==> src/rgi_pkg.sv <==
package rgi_pkg;

	// ----------------------------------------------------------------
	// transaction states
	// ----------------------------------------------------------------
	typedef enum logic [2:0] {
		RGI_ST_IDLE,
		RGI_ST_ADDR,
		RGI_ST_PTR,
		RGI_ST_WDATA,
		RGI_ST_RDATA,
		RGI_ST_SKIP
	} rgi_state_t;

	// ----------------------------------------------------------------
	// bus address and register pointers
	// ----------------------------------------------------------------
	localparam logic [5:0] RGI_ADDR_BASE = 6'h23;
	localparam logic [7:0] RGI_REG_MARGIN = 8'h00;
	localparam logic [7:0] RGI_REG_DOF = 8'h01;
	localparam logic [7:0] RGI_REG_RST = 8'h00;
	localparam logic RGI_DIR_READ = 1'b1;

	// ----------------------------------------------------------------
	// bit counter marks within one nine-pulse byte
	// ----------------------------------------------------------------
	localparam logic [3:0] RGI_BIT_ACK = 4'h8;
	localparam logic [3:0] RGI_BIT_END = 4'h9;

	// ----------------------------------------------------------------
	// fields of the margin and deadtime/ovp/frequency registers
	// ----------------------------------------------------------------
	localparam int RGI_OFS_MSB = 5;
	localparam int RGI_FREQ_MSB = 2;
	localparam int RGI_OVP_BIT = 3;
	localparam int RGI_DT_BIT = 4;
	localparam int RGI_PH_BIT = 7;

	// ----------------------------------------------------------------
	// pin positions in the synchroniser vector
	// ----------------------------------------------------------------
	localparam int RGI_PIN_N = 6;
	localparam int RGI_PIN_SDA = 0;
	localparam int RGI_PIN_SCL = 1;
	localparam int RGI_PIN_PH2 = 2;
	localparam int RGI_PIN_RST = 3;
	localparam int RGI_PIN_HI = 4;
	localparam int RGI_PIN_POR = 5;

	// ----------------------------------------------------------------
	// timing
	// ----------------------------------------------------------------
	localparam int RGI_CLK_HZ = 50_000_000;
	localparam int RGI_FAST_BPS = 400_000;
	localparam int RGI_FAST_BIT_CYC = RGI_CLK_HZ / RGI_FAST_BPS;
	localparam int RGI_SYNC_LAT = 4;

endpackage

==> src/rgi_slave.sv <==
// Behaviour
// - bus works only while supply above threshold
// - slave only, never drives the clock line
// - data changes only while clock is low
// - start and stop seen while clock high
// - eight bits msb first, then acknowledge
// - nine pulses per byte, address first
// - strap picks address 1000_110 or 1000_111
// - strap sampled at power-up, then held
// - direction bit 0 write, 1 read
// - acknowledge own address, else release line
// - pointer 0 margin, 1 deadtime/ovp/frequency
// - acknowledge a valid pointer byte
// - write is control, pointer, data, stop
// - written values applied at stop
// - second data byte lands in second register after pointer 0, dropped after pointer 1
// - only write and current-pointer read
// - phase setting used only with pin low
// - offset 0 to 787.5mV in 12.5mV steps
// - frequency plus or minus 15 or 30 percent
// - works up to 400 kbps
// - data line only pulled low or released
// - read after pointer write returns that register
// - master ack after first byte sends second, from pointer 0 only
// - registers zero at power-up and supply loss
// - strap pulled low clears both registers
module rgi_slave (
	input wire logic ref_clk_i, // system clock
	input wire logic arst_n_i, // async reset
	input wire logic por_ok_i, // supply above por
	input wire logic softstart_address_strap_pin_hi_i, // strap to supply
	input wire logic softstart_address_strap_pin_rst_i, // strap below 0.4 V
	input wire logic second_phase_enable_pin_i, // phase pin level
	input wire logic scl_i, // clock line level
	output logic scl_o, // clock line drive value
	output logic scl_oe_n_o, // clock line enable, low drives
	input wire logic sda_i, // data line level
	output logic sda_o, // data line drive value
	output logic sda_oe_n_o, // data line enable, low drives
	output logic [7:0] margin_offset_register_o, // applied margin reg
	output logic [7:0] deadtime_ovp_frequency_register_o, // applied reg
	output logic [5:0] offset_steps_o, // offset in 12.5 mV steps
	output logic [2:0] freq_adjust_o, // frequency selection
	output logic ovp_alternate_o, // alternate ovp level
	output logic deadtime_scheme_o, // deadtime scheme select
	output logic two_phase_o, // both phases firing
	output logic bus_active_o // serial interface live
);

	// ----------------------------------------------------------------
	// state
	// ----------------------------------------------------------------
	typedef struct packed {
		logic [rgi_pkg::RGI_PIN_N-1:0] s0;
		logic [rgi_pkg::RGI_PIN_N-1:0] s1;
		logic [rgi_pkg::RGI_PIN_N-1:0] s2;
		logic [rgi_pkg::RGI_PIN_N-1:0] f;
		logic [rgi_pkg::RGI_PIN_N-1:0] p;
		rgi_pkg::rgi_state_t state;
		logic [3:0] bitcnt;
		logic [7:0] shreg;
		logic [7:0] tx;
		logic [6:0] addr;
		logic [7:0] pointer;
		logic [1:0] wslot;
		logic rslot;
		logic rw;
		logic m_ack;
		logic drive;
		logic [7:0] stg1;
		logic [7:0] stg2;
		logic stg1_v;
		logic stg2_v;
		logic [7:0] reg1;
		logic [7:0] reg2;
	} rgi_regs_t;

	rgi_regs_t q;
	rgi_regs_t d;
	logic [rgi_pkg::RGI_PIN_N-1:0] pins;
	logic scl_f;
	logic sda_f;
	logic por_f;
	logic clr_f;
	logic scl_rise;
	logic scl_fall;
	logic start_det;
	logic stop_det;
	logic ptr_ok;

	assign pins[rgi_pkg::RGI_PIN_SDA] = sda_i;
	assign pins[rgi_pkg::RGI_PIN_SCL] = scl_i;
	assign pins[rgi_pkg::RGI_PIN_PH2] = second_phase_enable_pin_i;
	assign pins[rgi_pkg::RGI_PIN_RST] = softstart_address_strap_pin_rst_i;
	assign pins[rgi_pkg::RGI_PIN_HI] = softstart_address_strap_pin_hi_i;
	assign pins[rgi_pkg::RGI_PIN_POR] = por_ok_i;

	assign scl_f = q.f[rgi_pkg::RGI_PIN_SCL];
	assign sda_f = q.f[rgi_pkg::RGI_PIN_SDA];
	assign por_f = q.f[rgi_pkg::RGI_PIN_POR];
	assign clr_f = q.f[rgi_pkg::RGI_PIN_RST];

	// ----------------------------------------------------------------
	// line events
	// ----------------------------------------------------------------
	assign scl_rise = scl_f & ~q.p[rgi_pkg::RGI_PIN_SCL];
	assign scl_fall = ~scl_f & q.p[rgi_pkg::RGI_PIN_SCL];
	// both lines share one filter delay, so their order is kept
	assign start_det = scl_f & q.p[rgi_pkg::RGI_PIN_SCL] & ~sda_f &
		q.p[rgi_pkg::RGI_PIN_SDA];
	assign stop_det = scl_f & q.p[rgi_pkg::RGI_PIN_SCL] & sda_f &
		~q.p[rgi_pkg::RGI_PIN_SDA];
	assign ptr_ok = (q.shreg == rgi_pkg::RGI_REG_MARGIN) ||
		(q.shreg == rgi_pkg::RGI_REG_DOF);

	// ----------------------------------------------------------------
	// next state
	// ----------------------------------------------------------------
	always_comb begin
		d = q;
		// three-stage sync, a level counts once stages two and three agree
		d.s0 = pins;
		d.s1 = q.s0;
		d.s2 = q.s1;
		d.f = (q.s1 & q.s2) | (q.f & (q.s1 ^ q.s2));
		d.p = q.f;

		if (!por_f) begin
			// supply low: interface dead, registers and address cleared
			d.state = rgi_pkg::RGI_ST_IDLE;
			d.drive = 1'b0;
			d.bitcnt = 4'h0;
			d.addr = 7'h00;
			d.pointer = rgi_pkg::RGI_REG_MARGIN;
			d.stg1_v = 1'b0;
			d.stg2_v = 1'b0;
			d.reg1 = rgi_pkg::RGI_REG_RST;
			d.reg2 = rgi_pkg::RGI_REG_RST;
		end else begin
			if (!q.p[rgi_pkg::RGI_PIN_POR]) begin
				d.addr = {rgi_pkg::RGI_ADDR_BASE,
					q.f[rgi_pkg::RGI_PIN_HI]};
			end
			if (start_det) begin
				// a start mid-transfer also restarts, dropping staged bytes
				d.state = rgi_pkg::RGI_ST_ADDR;
				d.bitcnt = 4'h0;
				d.drive = 1'b0;
				d.stg1_v = 1'b0;
				d.stg2_v = 1'b0;
			end else if (stop_det) begin
				d.state = rgi_pkg::RGI_ST_IDLE;
				d.drive = 1'b0;
				d.stg1_v = 1'b0;
				d.stg2_v = 1'b0;
				if (q.stg1_v) begin
					d.reg1 = q.stg1;
				end
				if (q.stg2_v) begin
					d.reg2 = q.stg2;
				end
			end else if (scl_rise && q.state != rgi_pkg::RGI_ST_IDLE) begin
				if (q.bitcnt < rgi_pkg::RGI_BIT_ACK) begin
					d.shreg = {q.shreg[6:0], sda_f};
				end else begin
					d.m_ack = ~sda_f;
				end
				if (q.bitcnt < rgi_pkg::RGI_BIT_END) begin
					d.bitcnt = q.bitcnt + 4'h1;
				end
			end else if (scl_fall) begin
				// every drive change lands while the clock is low
				unique case (q.state)
					rgi_pkg::RGI_ST_IDLE, rgi_pkg::RGI_ST_SKIP: begin
						d.drive = 1'b0;
					end
					rgi_pkg::RGI_ST_ADDR: begin
						if (q.bitcnt == rgi_pkg::RGI_BIT_ACK) begin
							if (q.shreg[7:1] == q.addr) begin
								d.drive = 1'b1;
								d.rw = q.shreg[0];
							end else begin
								d.state = rgi_pkg::RGI_ST_SKIP;
							end
						end else if (q.bitcnt == rgi_pkg::RGI_BIT_END) begin
							d.bitcnt = 4'h0;
							if (q.rw == rgi_pkg::RGI_DIR_READ) begin
								d.state = rgi_pkg::RGI_ST_RDATA;
								d.rslot = q.pointer[0];
								d.tx = q.pointer[0] ? q.reg2 : q.reg1;
								d.drive = q.pointer[0] ? ~q.reg2[7] :
									~q.reg1[7];
							end else begin
								d.state = rgi_pkg::RGI_ST_PTR;
								d.drive = 1'b0;
							end
						end
					end
					rgi_pkg::RGI_ST_PTR: begin
						if (q.bitcnt == rgi_pkg::RGI_BIT_ACK) begin
							if (ptr_ok) begin
								d.drive = 1'b1;
								d.pointer = q.shreg;
							end else begin
								d.state = rgi_pkg::RGI_ST_SKIP;
							end
						end else if (q.bitcnt == rgi_pkg::RGI_BIT_END) begin
							d.bitcnt = 4'h0;
							d.drive = 1'b0;
							d.state = rgi_pkg::RGI_ST_WDATA;
							d.wslot = {1'b0, q.pointer[0]};
						end
					end
					rgi_pkg::RGI_ST_WDATA: begin
						if (q.bitcnt == rgi_pkg::RGI_BIT_ACK) begin
							d.drive = 1'b1;
							if (q.wslot == 2'h0) begin
								d.stg1 = q.shreg;
								d.stg1_v = 1'b1;
							end else if (q.wslot == 2'h1) begin
								d.stg2 = q.shreg;
								d.stg2_v = 1'b1;
							end
							if (q.wslot != 2'h2) begin
								d.wslot = q.wslot + 2'h1;
							end
						end else if (q.bitcnt == rgi_pkg::RGI_BIT_END) begin
							d.bitcnt = 4'h0;
							d.drive = 1'b0;
						end
					end
					rgi_pkg::RGI_ST_RDATA: begin
						if (q.bitcnt == rgi_pkg::RGI_BIT_ACK) begin
							d.drive = 1'b0;
						end else if (q.bitcnt == rgi_pkg::RGI_BIT_END) begin
							d.bitcnt = 4'h0;
							if (q.m_ack && !q.rslot) begin
								d.rslot = 1'b1;
								d.tx = q.reg2;
								d.drive = ~q.reg2[7];
							end else begin
								d.state = rgi_pkg::RGI_ST_SKIP;
								d.drive = 1'b0;
							end
						end else if (q.bitcnt != 4'h0) begin
							d.tx = {q.tx[6:0], 1'b1};
							d.drive = ~q.tx[6];
						end
					end
				endcase
			end
			// strap pulled low wins over any write in flight
			if (clr_f) begin
				d.reg1 = rgi_pkg::RGI_REG_RST;
				d.reg2 = rgi_pkg::RGI_REG_RST;
				d.stg1_v = 1'b0;
				d.stg2_v = 1'b0;
			end
		end
	end

	always_ff @(posedge ref_clk_i or negedge arst_n_i) begin
		if (!arst_n_i) begin
			q <= '0;
		end else begin
			q <= d;
		end
	end

	// ----------------------------------------------------------------
	// outputs
	// ----------------------------------------------------------------
	assign scl_o = 1'b1;
	assign scl_oe_n_o = 1'b1;
	assign sda_o = 1'b0;
	assign sda_oe_n_o = ~q.drive;
	assign margin_offset_register_o = q.reg1;
	assign deadtime_ovp_frequency_register_o = q.reg2;
	assign offset_steps_o = q.reg1[rgi_pkg::RGI_OFS_MSB:0];
	assign freq_adjust_o = q.reg2[rgi_pkg::RGI_FREQ_MSB:0];
	assign ovp_alternate_o = q.reg2[rgi_pkg::RGI_OVP_BIT];
	assign deadtime_scheme_o = q.reg2[rgi_pkg::RGI_DT_BIT];
	// pin high forces both phases; the register bit only counts when low
	assign two_phase_o = q.f[rgi_pkg::RGI_PIN_PH2] |
		~q.reg2[rgi_pkg::RGI_PH_BIT];
	assign bus_active_o = por_f;

	// ----------------------------------------------------------------
	// checks
	// ----------------------------------------------------------------
	AST_DEAD_WITHOUT_POR: assert property (@(posedge ref_clk_i)
		disable iff (!arst_n_i) !por_f |=> !q.drive && q.state ==
		rgi_pkg::RGI_ST_IDLE)
		else $error("interface active without supply");

	AST_START_TO_ADDR: assert property (@(posedge ref_clk_i)
		disable iff (!arst_n_i) por_f && start_det |=>
		q.state == rgi_pkg::RGI_ST_ADDR && q.bitcnt == 4'h0)
		else $error("start not taken");

	AST_STOP_TO_IDLE: assert property (@(posedge ref_clk_i)
		disable iff (!arst_n_i) por_f && stop_det |=>
		q.state == rgi_pkg::RGI_ST_IDLE && !q.drive)
		else $error("stop not taken");

	AST_ADDR_ACK: assert property (@(posedge ref_clk_i)
		disable iff (!arst_n_i) por_f && scl_fall && !clr_f &&
		q.state == rgi_pkg::RGI_ST_ADDR && q.bitcnt == 4'h8 &&
		q.shreg[7:1] == q.addr |=> !sda_oe_n_o ##1 !sda_oe_n_o)
		else $error("own address not acknowledged");

	AST_ADDR_NACK: assert property (@(posedge ref_clk_i)
		disable iff (!arst_n_i) scl_fall && q.state ==
		rgi_pkg::RGI_ST_ADDR && q.bitcnt == 4'h8 &&
		q.shreg[7:1] != q.addr |=> sda_oe_n_o &&
		q.state != rgi_pkg::RGI_ST_ADDR)
		else $error("foreign address acknowledged");

	AST_ADDR_LATCH: assert property (@(posedge ref_clk_i)
		disable iff (!arst_n_i) $rose(por_f) |=> q.addr ==
		{6'h23, $past(q.f[rgi_pkg::RGI_PIN_HI])})
		else $error("address not sampled at power-up");

	AST_ADDR_HOLD: assert property (@(posedge ref_clk_i)
		disable iff (!arst_n_i) por_f && $past(por_f) &&
		$past(por_f, 2) |-> $stable(q.addr))
		else $error("address changed while powered");

	AST_APPLY_AT_STOP: assert property (@(posedge ref_clk_i)
		disable iff (!arst_n_i) por_f && stop_det && !start_det &&
		q.stg1_v && !clr_f |=> q.reg1 == $past(q.stg1))
		else $error("staged write not applied at stop");

	AST_CLEAR: assert property (@(posedge ref_clk_i)
		disable iff (!arst_n_i) clr_f || !por_f |=>
		q.reg1 == 8'h00 && q.reg2 == 8'h00)
		else $error("registers not cleared");

	AST_BAD_PTR: assert property (@(posedge ref_clk_i)
		disable iff (!arst_n_i) por_f && scl_fall && q.state ==
		rgi_pkg::RGI_ST_PTR && q.bitcnt == 4'h8 && !ptr_ok |=>
		sda_oe_n_o && $stable(q.pointer) && !q.stg1_v)
		else $error("invalid pointer accepted");

	AST_DRIVE_SCL_LOW: assert property (@(posedge ref_clk_i)
		disable iff (!arst_n_i) $changed(q.drive) && $past(por_f) &&
		!$past(start_det) && !$past(stop_det) |-> !$past(scl_f))
		else $error("data line changed with clock high");

	AST_SCL_RELEASED: assert property (@(posedge ref_clk_i)
		disable iff (!arst_n_i) 1'b1 |-> scl_oe_n_o)
		else $error("clock line driven");

endmodule // rgi_slave

==> config.mk <==
export PLATFORM = sky130hd
export DESIGN_NAME = rgi_slave
export DESIGN_NICKNAME = d
export VERILOG_FILES = /design/src/rgi_pkg.sv /design/src/rgi_slave.sv
export SDC_FILE = /design/constraint.sdc
export NUM_CORES = 1
export LEC_CHECK = 0
export ABC_AREA = 1
export BUFFER_PORTS_ARGS = -buffer_cell sky130_fd_sc_hd__buf_2
export CORE_ASPECT_RATIO = 0.9
export CORE_MARGIN = 3
export CORE_UTILIZATION = 54
export DETAILED_ROUTE_END_ITERATION = 8
export GPL_ROUTABILITY_DRIVEN = 1
export PLACE_DENSITY = 0.81
export SLEW_MARGIN = 30
export SYNTH_ARGS = -nofsm -noshare
export SYNTH_HDL_FRONTEND = slang
export SYNTH_SLANG_ARGS = --single-unit
==> constraint.sdc <==
create_clock -name ref_clk_i -period 1.7 [get_ports ref_clk_i]
set_input_delay 0.255 -clock ref_clk_i [delete_from_list [all_inputs] [get_ports ref_clk_i]]
set_output_delay 0.255 -clock ref_clk_i [all_outputs]
set_load 0.1 [all_outputs]
== Word level (Yosys, flattened, before mapping) ==
Index checks and enable logic that the tools add are counted.

* Add/subtract/negate cells: 2
* Order comparisons: 2
* Equality and inequality tests: 67
* Muxes and demuxes: 98
* Bitwise logic cells: 25
* Reduce and logical (&&, ||, !) cells: 28

{| class="wikitable"
|+ Operators with widths
! kind !! count
|-
| 2-to-1 mux 8 bit || 20
|-
| 2-to-1 mux 18 bit || 4
|-
| != test 5 bit, second input constant || 13
|-
| 2-to-1 mux 7 bit || 8
|-
| 2-to-1 mux 19 bit || 2
|-
| != test 6 bit, second input constant || 6
|-
| AND reduction 12 bit || 3
|-
| 2-to-1 mux 16 bit || 2
|-
| 2-to-1 mux 1 bit || 30
|-
| != test 2 bit, second input constant || 15
|-
| 2-to-1 mux 13 bit || 2
|-
| != test 5 x 2 -> 1 bit, second input constant || 5
|-
| 2-to-1 mux 12 bit || 2
|-
| 2-to-1 mux 3 bit || 8
|-
| 2-to-1 mux 4 bit || 6
|-
| 2-to-1 mux 20 bit || 1
|-
| AND reduction 10 bit || 2
|-
| != test 3 bit, second input constant || 6
|-
| case mux 4 bit (4 select lines) || 1
|-
| case mux 8 bit (2 select lines) || 1
|-
| AND reduction 8 bit || 2
|-
| 2-to-1 mux 15 bit || 1
|-
| AND reduction 5 bit || 3
|-
| inverter 1 bit || 13
|-
| 42 further kinds || 66
|}

* Register bits: 101
* Input bits: 8
* Output and inout bits: 33
* Word-level logic and storage cells: 244

== Depth between registers and ports, before layout ==
* Word-level depth: 12
* Mapped depth: 11
* Mapped depth without buffers: 11

== Worst setup path before layout ==
Ideal clock, no wire load.

* Path kind: register to register
* Start point: reg q, in the netlist bus_active_o
* End point: reg q[55] (netlist name)
* Setup time: 0.117 ns
* Arrival time: 2.097 ns
* Data required time: 1.583 ns
* Path slack: -0.513 ns
* Stages on the path, launching flop included: 9
* Path buffers: 1
* Period minus slack after synthesis: 2.213 ns
* Path through: dfrtp_1 > buf_4 > inv_2 > nor2_1 > inv_2 > a211oi_4 > nand2_4 > nand2_1 > nand2_1

* Cells in the longest elaborated chain, start to end: 1

{| class="wikitable"
|+ RTL lines
! item !! line !! RTL
|-
| start, declared || rgi_slave.sv:78 || <nowiki>rgi_regs_t q;</nowiki>
|-
| start signal, assigned || rgi_slave.sv:264 || <nowiki>q <= '0;</nowiki>
|-
| start signal, assigned || rgi_slave.sv:266 || <nowiki>q <= d;</nowiki>
|-
| AND reduction 12 bit (no source line) || - ||
|}

No other way between the ends.
A chain may end at the register's enable or synchronous reset.

== Worst setup path in the final report ==
* Start point: reg q[71] (netlist name)
* End point: reg q[26] (netlist name)

* Cells in the longest elaborated chain, start to end: 2

{| class="wikitable"
|+ RTL lines
! item !! line !! RTL
|-
| equality test 4 bit || rgi_slave.sv:215 || <nowiki>if (q.bitcnt == rgi_pkg::RGI_BIT_ACK) begin</nowiki>
|-
| AND reduction 8 bit (no source line) || - ||
|}

No other way between the ends.

==> metrics.yaml <==
fin_skew_ns: 0.0110
cts.htree.levels: 3
path_buf_inv: 4
synth_top_area_cell: "dfrtp_1"
die_h_um: 93.8
hp-class: "in -> async"
clockRootBuffer: "clkbuf_8"
holdWs_ns: 0.331
clockBufferDepth: 2
critical_path.endpoint_type: "register"
wirelength_um: 10600
yosysUniqueCellTypes: 36
fin_area_mm2: 0.00553
min_period_ns: 1.74
synth_area_mm2: 0.00462
ys_seq_area_frac: 0.498
clock_latency_ns: 0.37
cp.arrival_ns: 2.05
p_leak_nw: 2.60
grt_first_pass_wirelength_um: 17000
dp_hpwl_um: 7140
fp-row-count: 31
final.period_utilization: 1.03
drtAntennaViolNets: 0
crit_path_max_fanout: 8
crit_chain: "inv_2 -> ha_4 -> nand3_4 -> inv_2 -> nand2_2 -> nor2_4 -> buf_6 -> buf_12 -> nand3_4 -> o21ai_2"
ys_seq_elements: 92
overflow: 0
wl_per_cell_um: 15.3
rsz0062_at_grt: "yes"
num_vias: 3745
timing.fmax_mhz: 574
start_util: 0.565
slew_viol_final: 0
avgSynthCellArea_um2: 8.91
rrSetupSlack_ns: -0.04
ff2ff_path_depth: 10
irDropWorstVdd_v: 0.000707
drt_iter0_drc: 314
violations: "negative setup slack"
synth-edff-count: 0
antenna_found_initial: 0
maxCapViolations: 0
gp_congestion: 0.956
synth.most_common_cell: "nand2_1"
synth_top_cell_area_share: 0.498
yosys_warnings: 0
stdcell_count: 694
post_route_cells_drive_above_1_share: 0.313
drc_errors: 0
cts_tree: "done"
avgViaCountPerCell: 5.40
grt_usage: 0.218
netlist_instances: 519
slowest_stage: "dfrtp_1"
setup_ws_ns: -0.0428
clkTransAtPathRegs_ns: 0.10
first_global_vias: 3538
setup_viol: 20
cp_top_family: "buffers and inverters"
max_stage_delay_ns: 0.45
pin_count: 41
io_buffers: 37
cellPowerDensity_mw_per_mm2: 967
synthToLayoutAreaGrowth_pct: 19.5
drt-pass1-iter-count: 6
p_total_mw: 5.34
synth_common_cells: "nand2_1, dfrtp_1, inv_1"
synthTopCellsByArea: "dfrtp_1, nand2_1, inv_1, buf_4, o21ai_0"
fp.dieW_um: 104
ys_async_sr_fraction: 1.00
finalHoldViolCount: 0
placed_cells: 657
diodes: 0
reg2reg_from: "q[71]"
worst_ep_required_time_ns: 2.00
grt_start_max_net_pins: 49
path_class: "reg -> reg"
synth_ff_type: "dfrtp_1"
post-place-ws_ns: -0.140
cts_buffers: 9
r2r-end: "q[26]"
dieArea_mm2: 0.00971
core_mm2: 0.00818
fin_nets: 595
startpoint_type: "register"
placed_area_mm2: 0.00488
status: "complete, but fails checks"
cts_sinks: 92
-- where the power goes --
group | switching, mW | internal [mW]
logic | 0.908 | 0.418
registers | 0.128 | 2.32
clock network | 0.853 | 0.714
total | 1.89 | 3.45
-- what timing repair did --
| item | CTS | global route |
|---|---|---|
| endpoints found under the setup margin | 32 | 59 |
| endpoints found under the hold margin | 31 | 0 |
| resized for setup | 10 | 49 |
| hold buffers | 7 | 0 |
| pin swaps | 2 | 19 |
| gates cloned | 2 | 1 |
| buffers inserted | 1 | 10 |
-- routing by layer --
metal / part of all wire / track usage / up-vias
met3: 0.060 / 0.0536 / 15
li1: - / - / 1773
met1: 0.45 / 0.306 / 1806
met2: 0.48 / 0.343 / 151
met5: 0 / 0 / -
met4: 0.011 / 0.0543 / 0
-- worst register-to-register path: stages, from the launching register on --
cell     delay [ns]
dfrtp_1        0.45
inv_2          0.11
ha_4           0.16
nand3_4        0.10
inv_2          0.09
nand2_2        0.06
nor2_4         0.09
buf_6          0.15
buf_12         0.12
nand3_4        0.15
o21ai_2        0.19
-- final cells by class --
class,instances,area (µm²)
clock buffers,10,128
clock inverters,6,82.6
fillers,621,2660
inverters,75,284
multi-input cells,317,1970
flip-flops and latches,92,2310
well taps,115,144
repair buffers,79,609
-- worst max-delay path by stage --
stage	from	cells after the start	slack, ns	endpoint
global placement	q[71]	10	-0.06	q[34]
CTS	q[38]	5	0.00003	q[25]
floorplan	bus_active_o	8	0.002	q[55]
finish	q[71]	10	-0.04	q[26]
detailed placement	q[72]	10	-0.14	q[34]
global route	q[71]	10	-0.14	q[26]
-- flip-flops by register name, summed over array words and instances, names as in the netlist --
| register | count |
|---|---|
| margin_offset_register_o | 8 |
| clr_f | 1 |
| bus_active_o | 1 |
| deadtime_ovp_frequency_register_o | 8 |
| q | 58 |
| d | 16 |
-- kinds of logic (layout without fill, tap and decap cells) --
kind of cell / Yosys count / after routing / synth area share
AO/OA/AOI/OAI: 100 / 100 / 0.137
flip-flops: 92 / 92 / 0.498
other: 2 / 3 / 0.00162
AND/OR/NAND/NOR: 198 / 200 / 0.203
adder cells (fa/ha/maj): 13 / 13 / 0.0352
XOR/XNOR: 1 / 1 / 0.00189
buffers and inverters: 113 / 170 / 0.123
-- layout by cell type (no fill, tap or decap), types with 11 or more instances in the layout --
master and n:
buf_2 35, dfrtp_1 91, nand3_1 20, nor2_1 25
inv_1 62, o22ai_1 22, ha_1 11, nand2_1 88
a21oi_1 12, inv_2 12, nand2_2 20, buf_4 28
o21ai_2 18, o21ai_0 29
-- metrics by stage --
step	util	setup TNS [ns]
CTS	0.637	0
global placement	0.596	-0.0617
floorplan	-	0
finish	0.675	-0.300
detailed placement	0.596	-0.962
global route	0.675	-2.77
(Power assumes the default switching activity.)
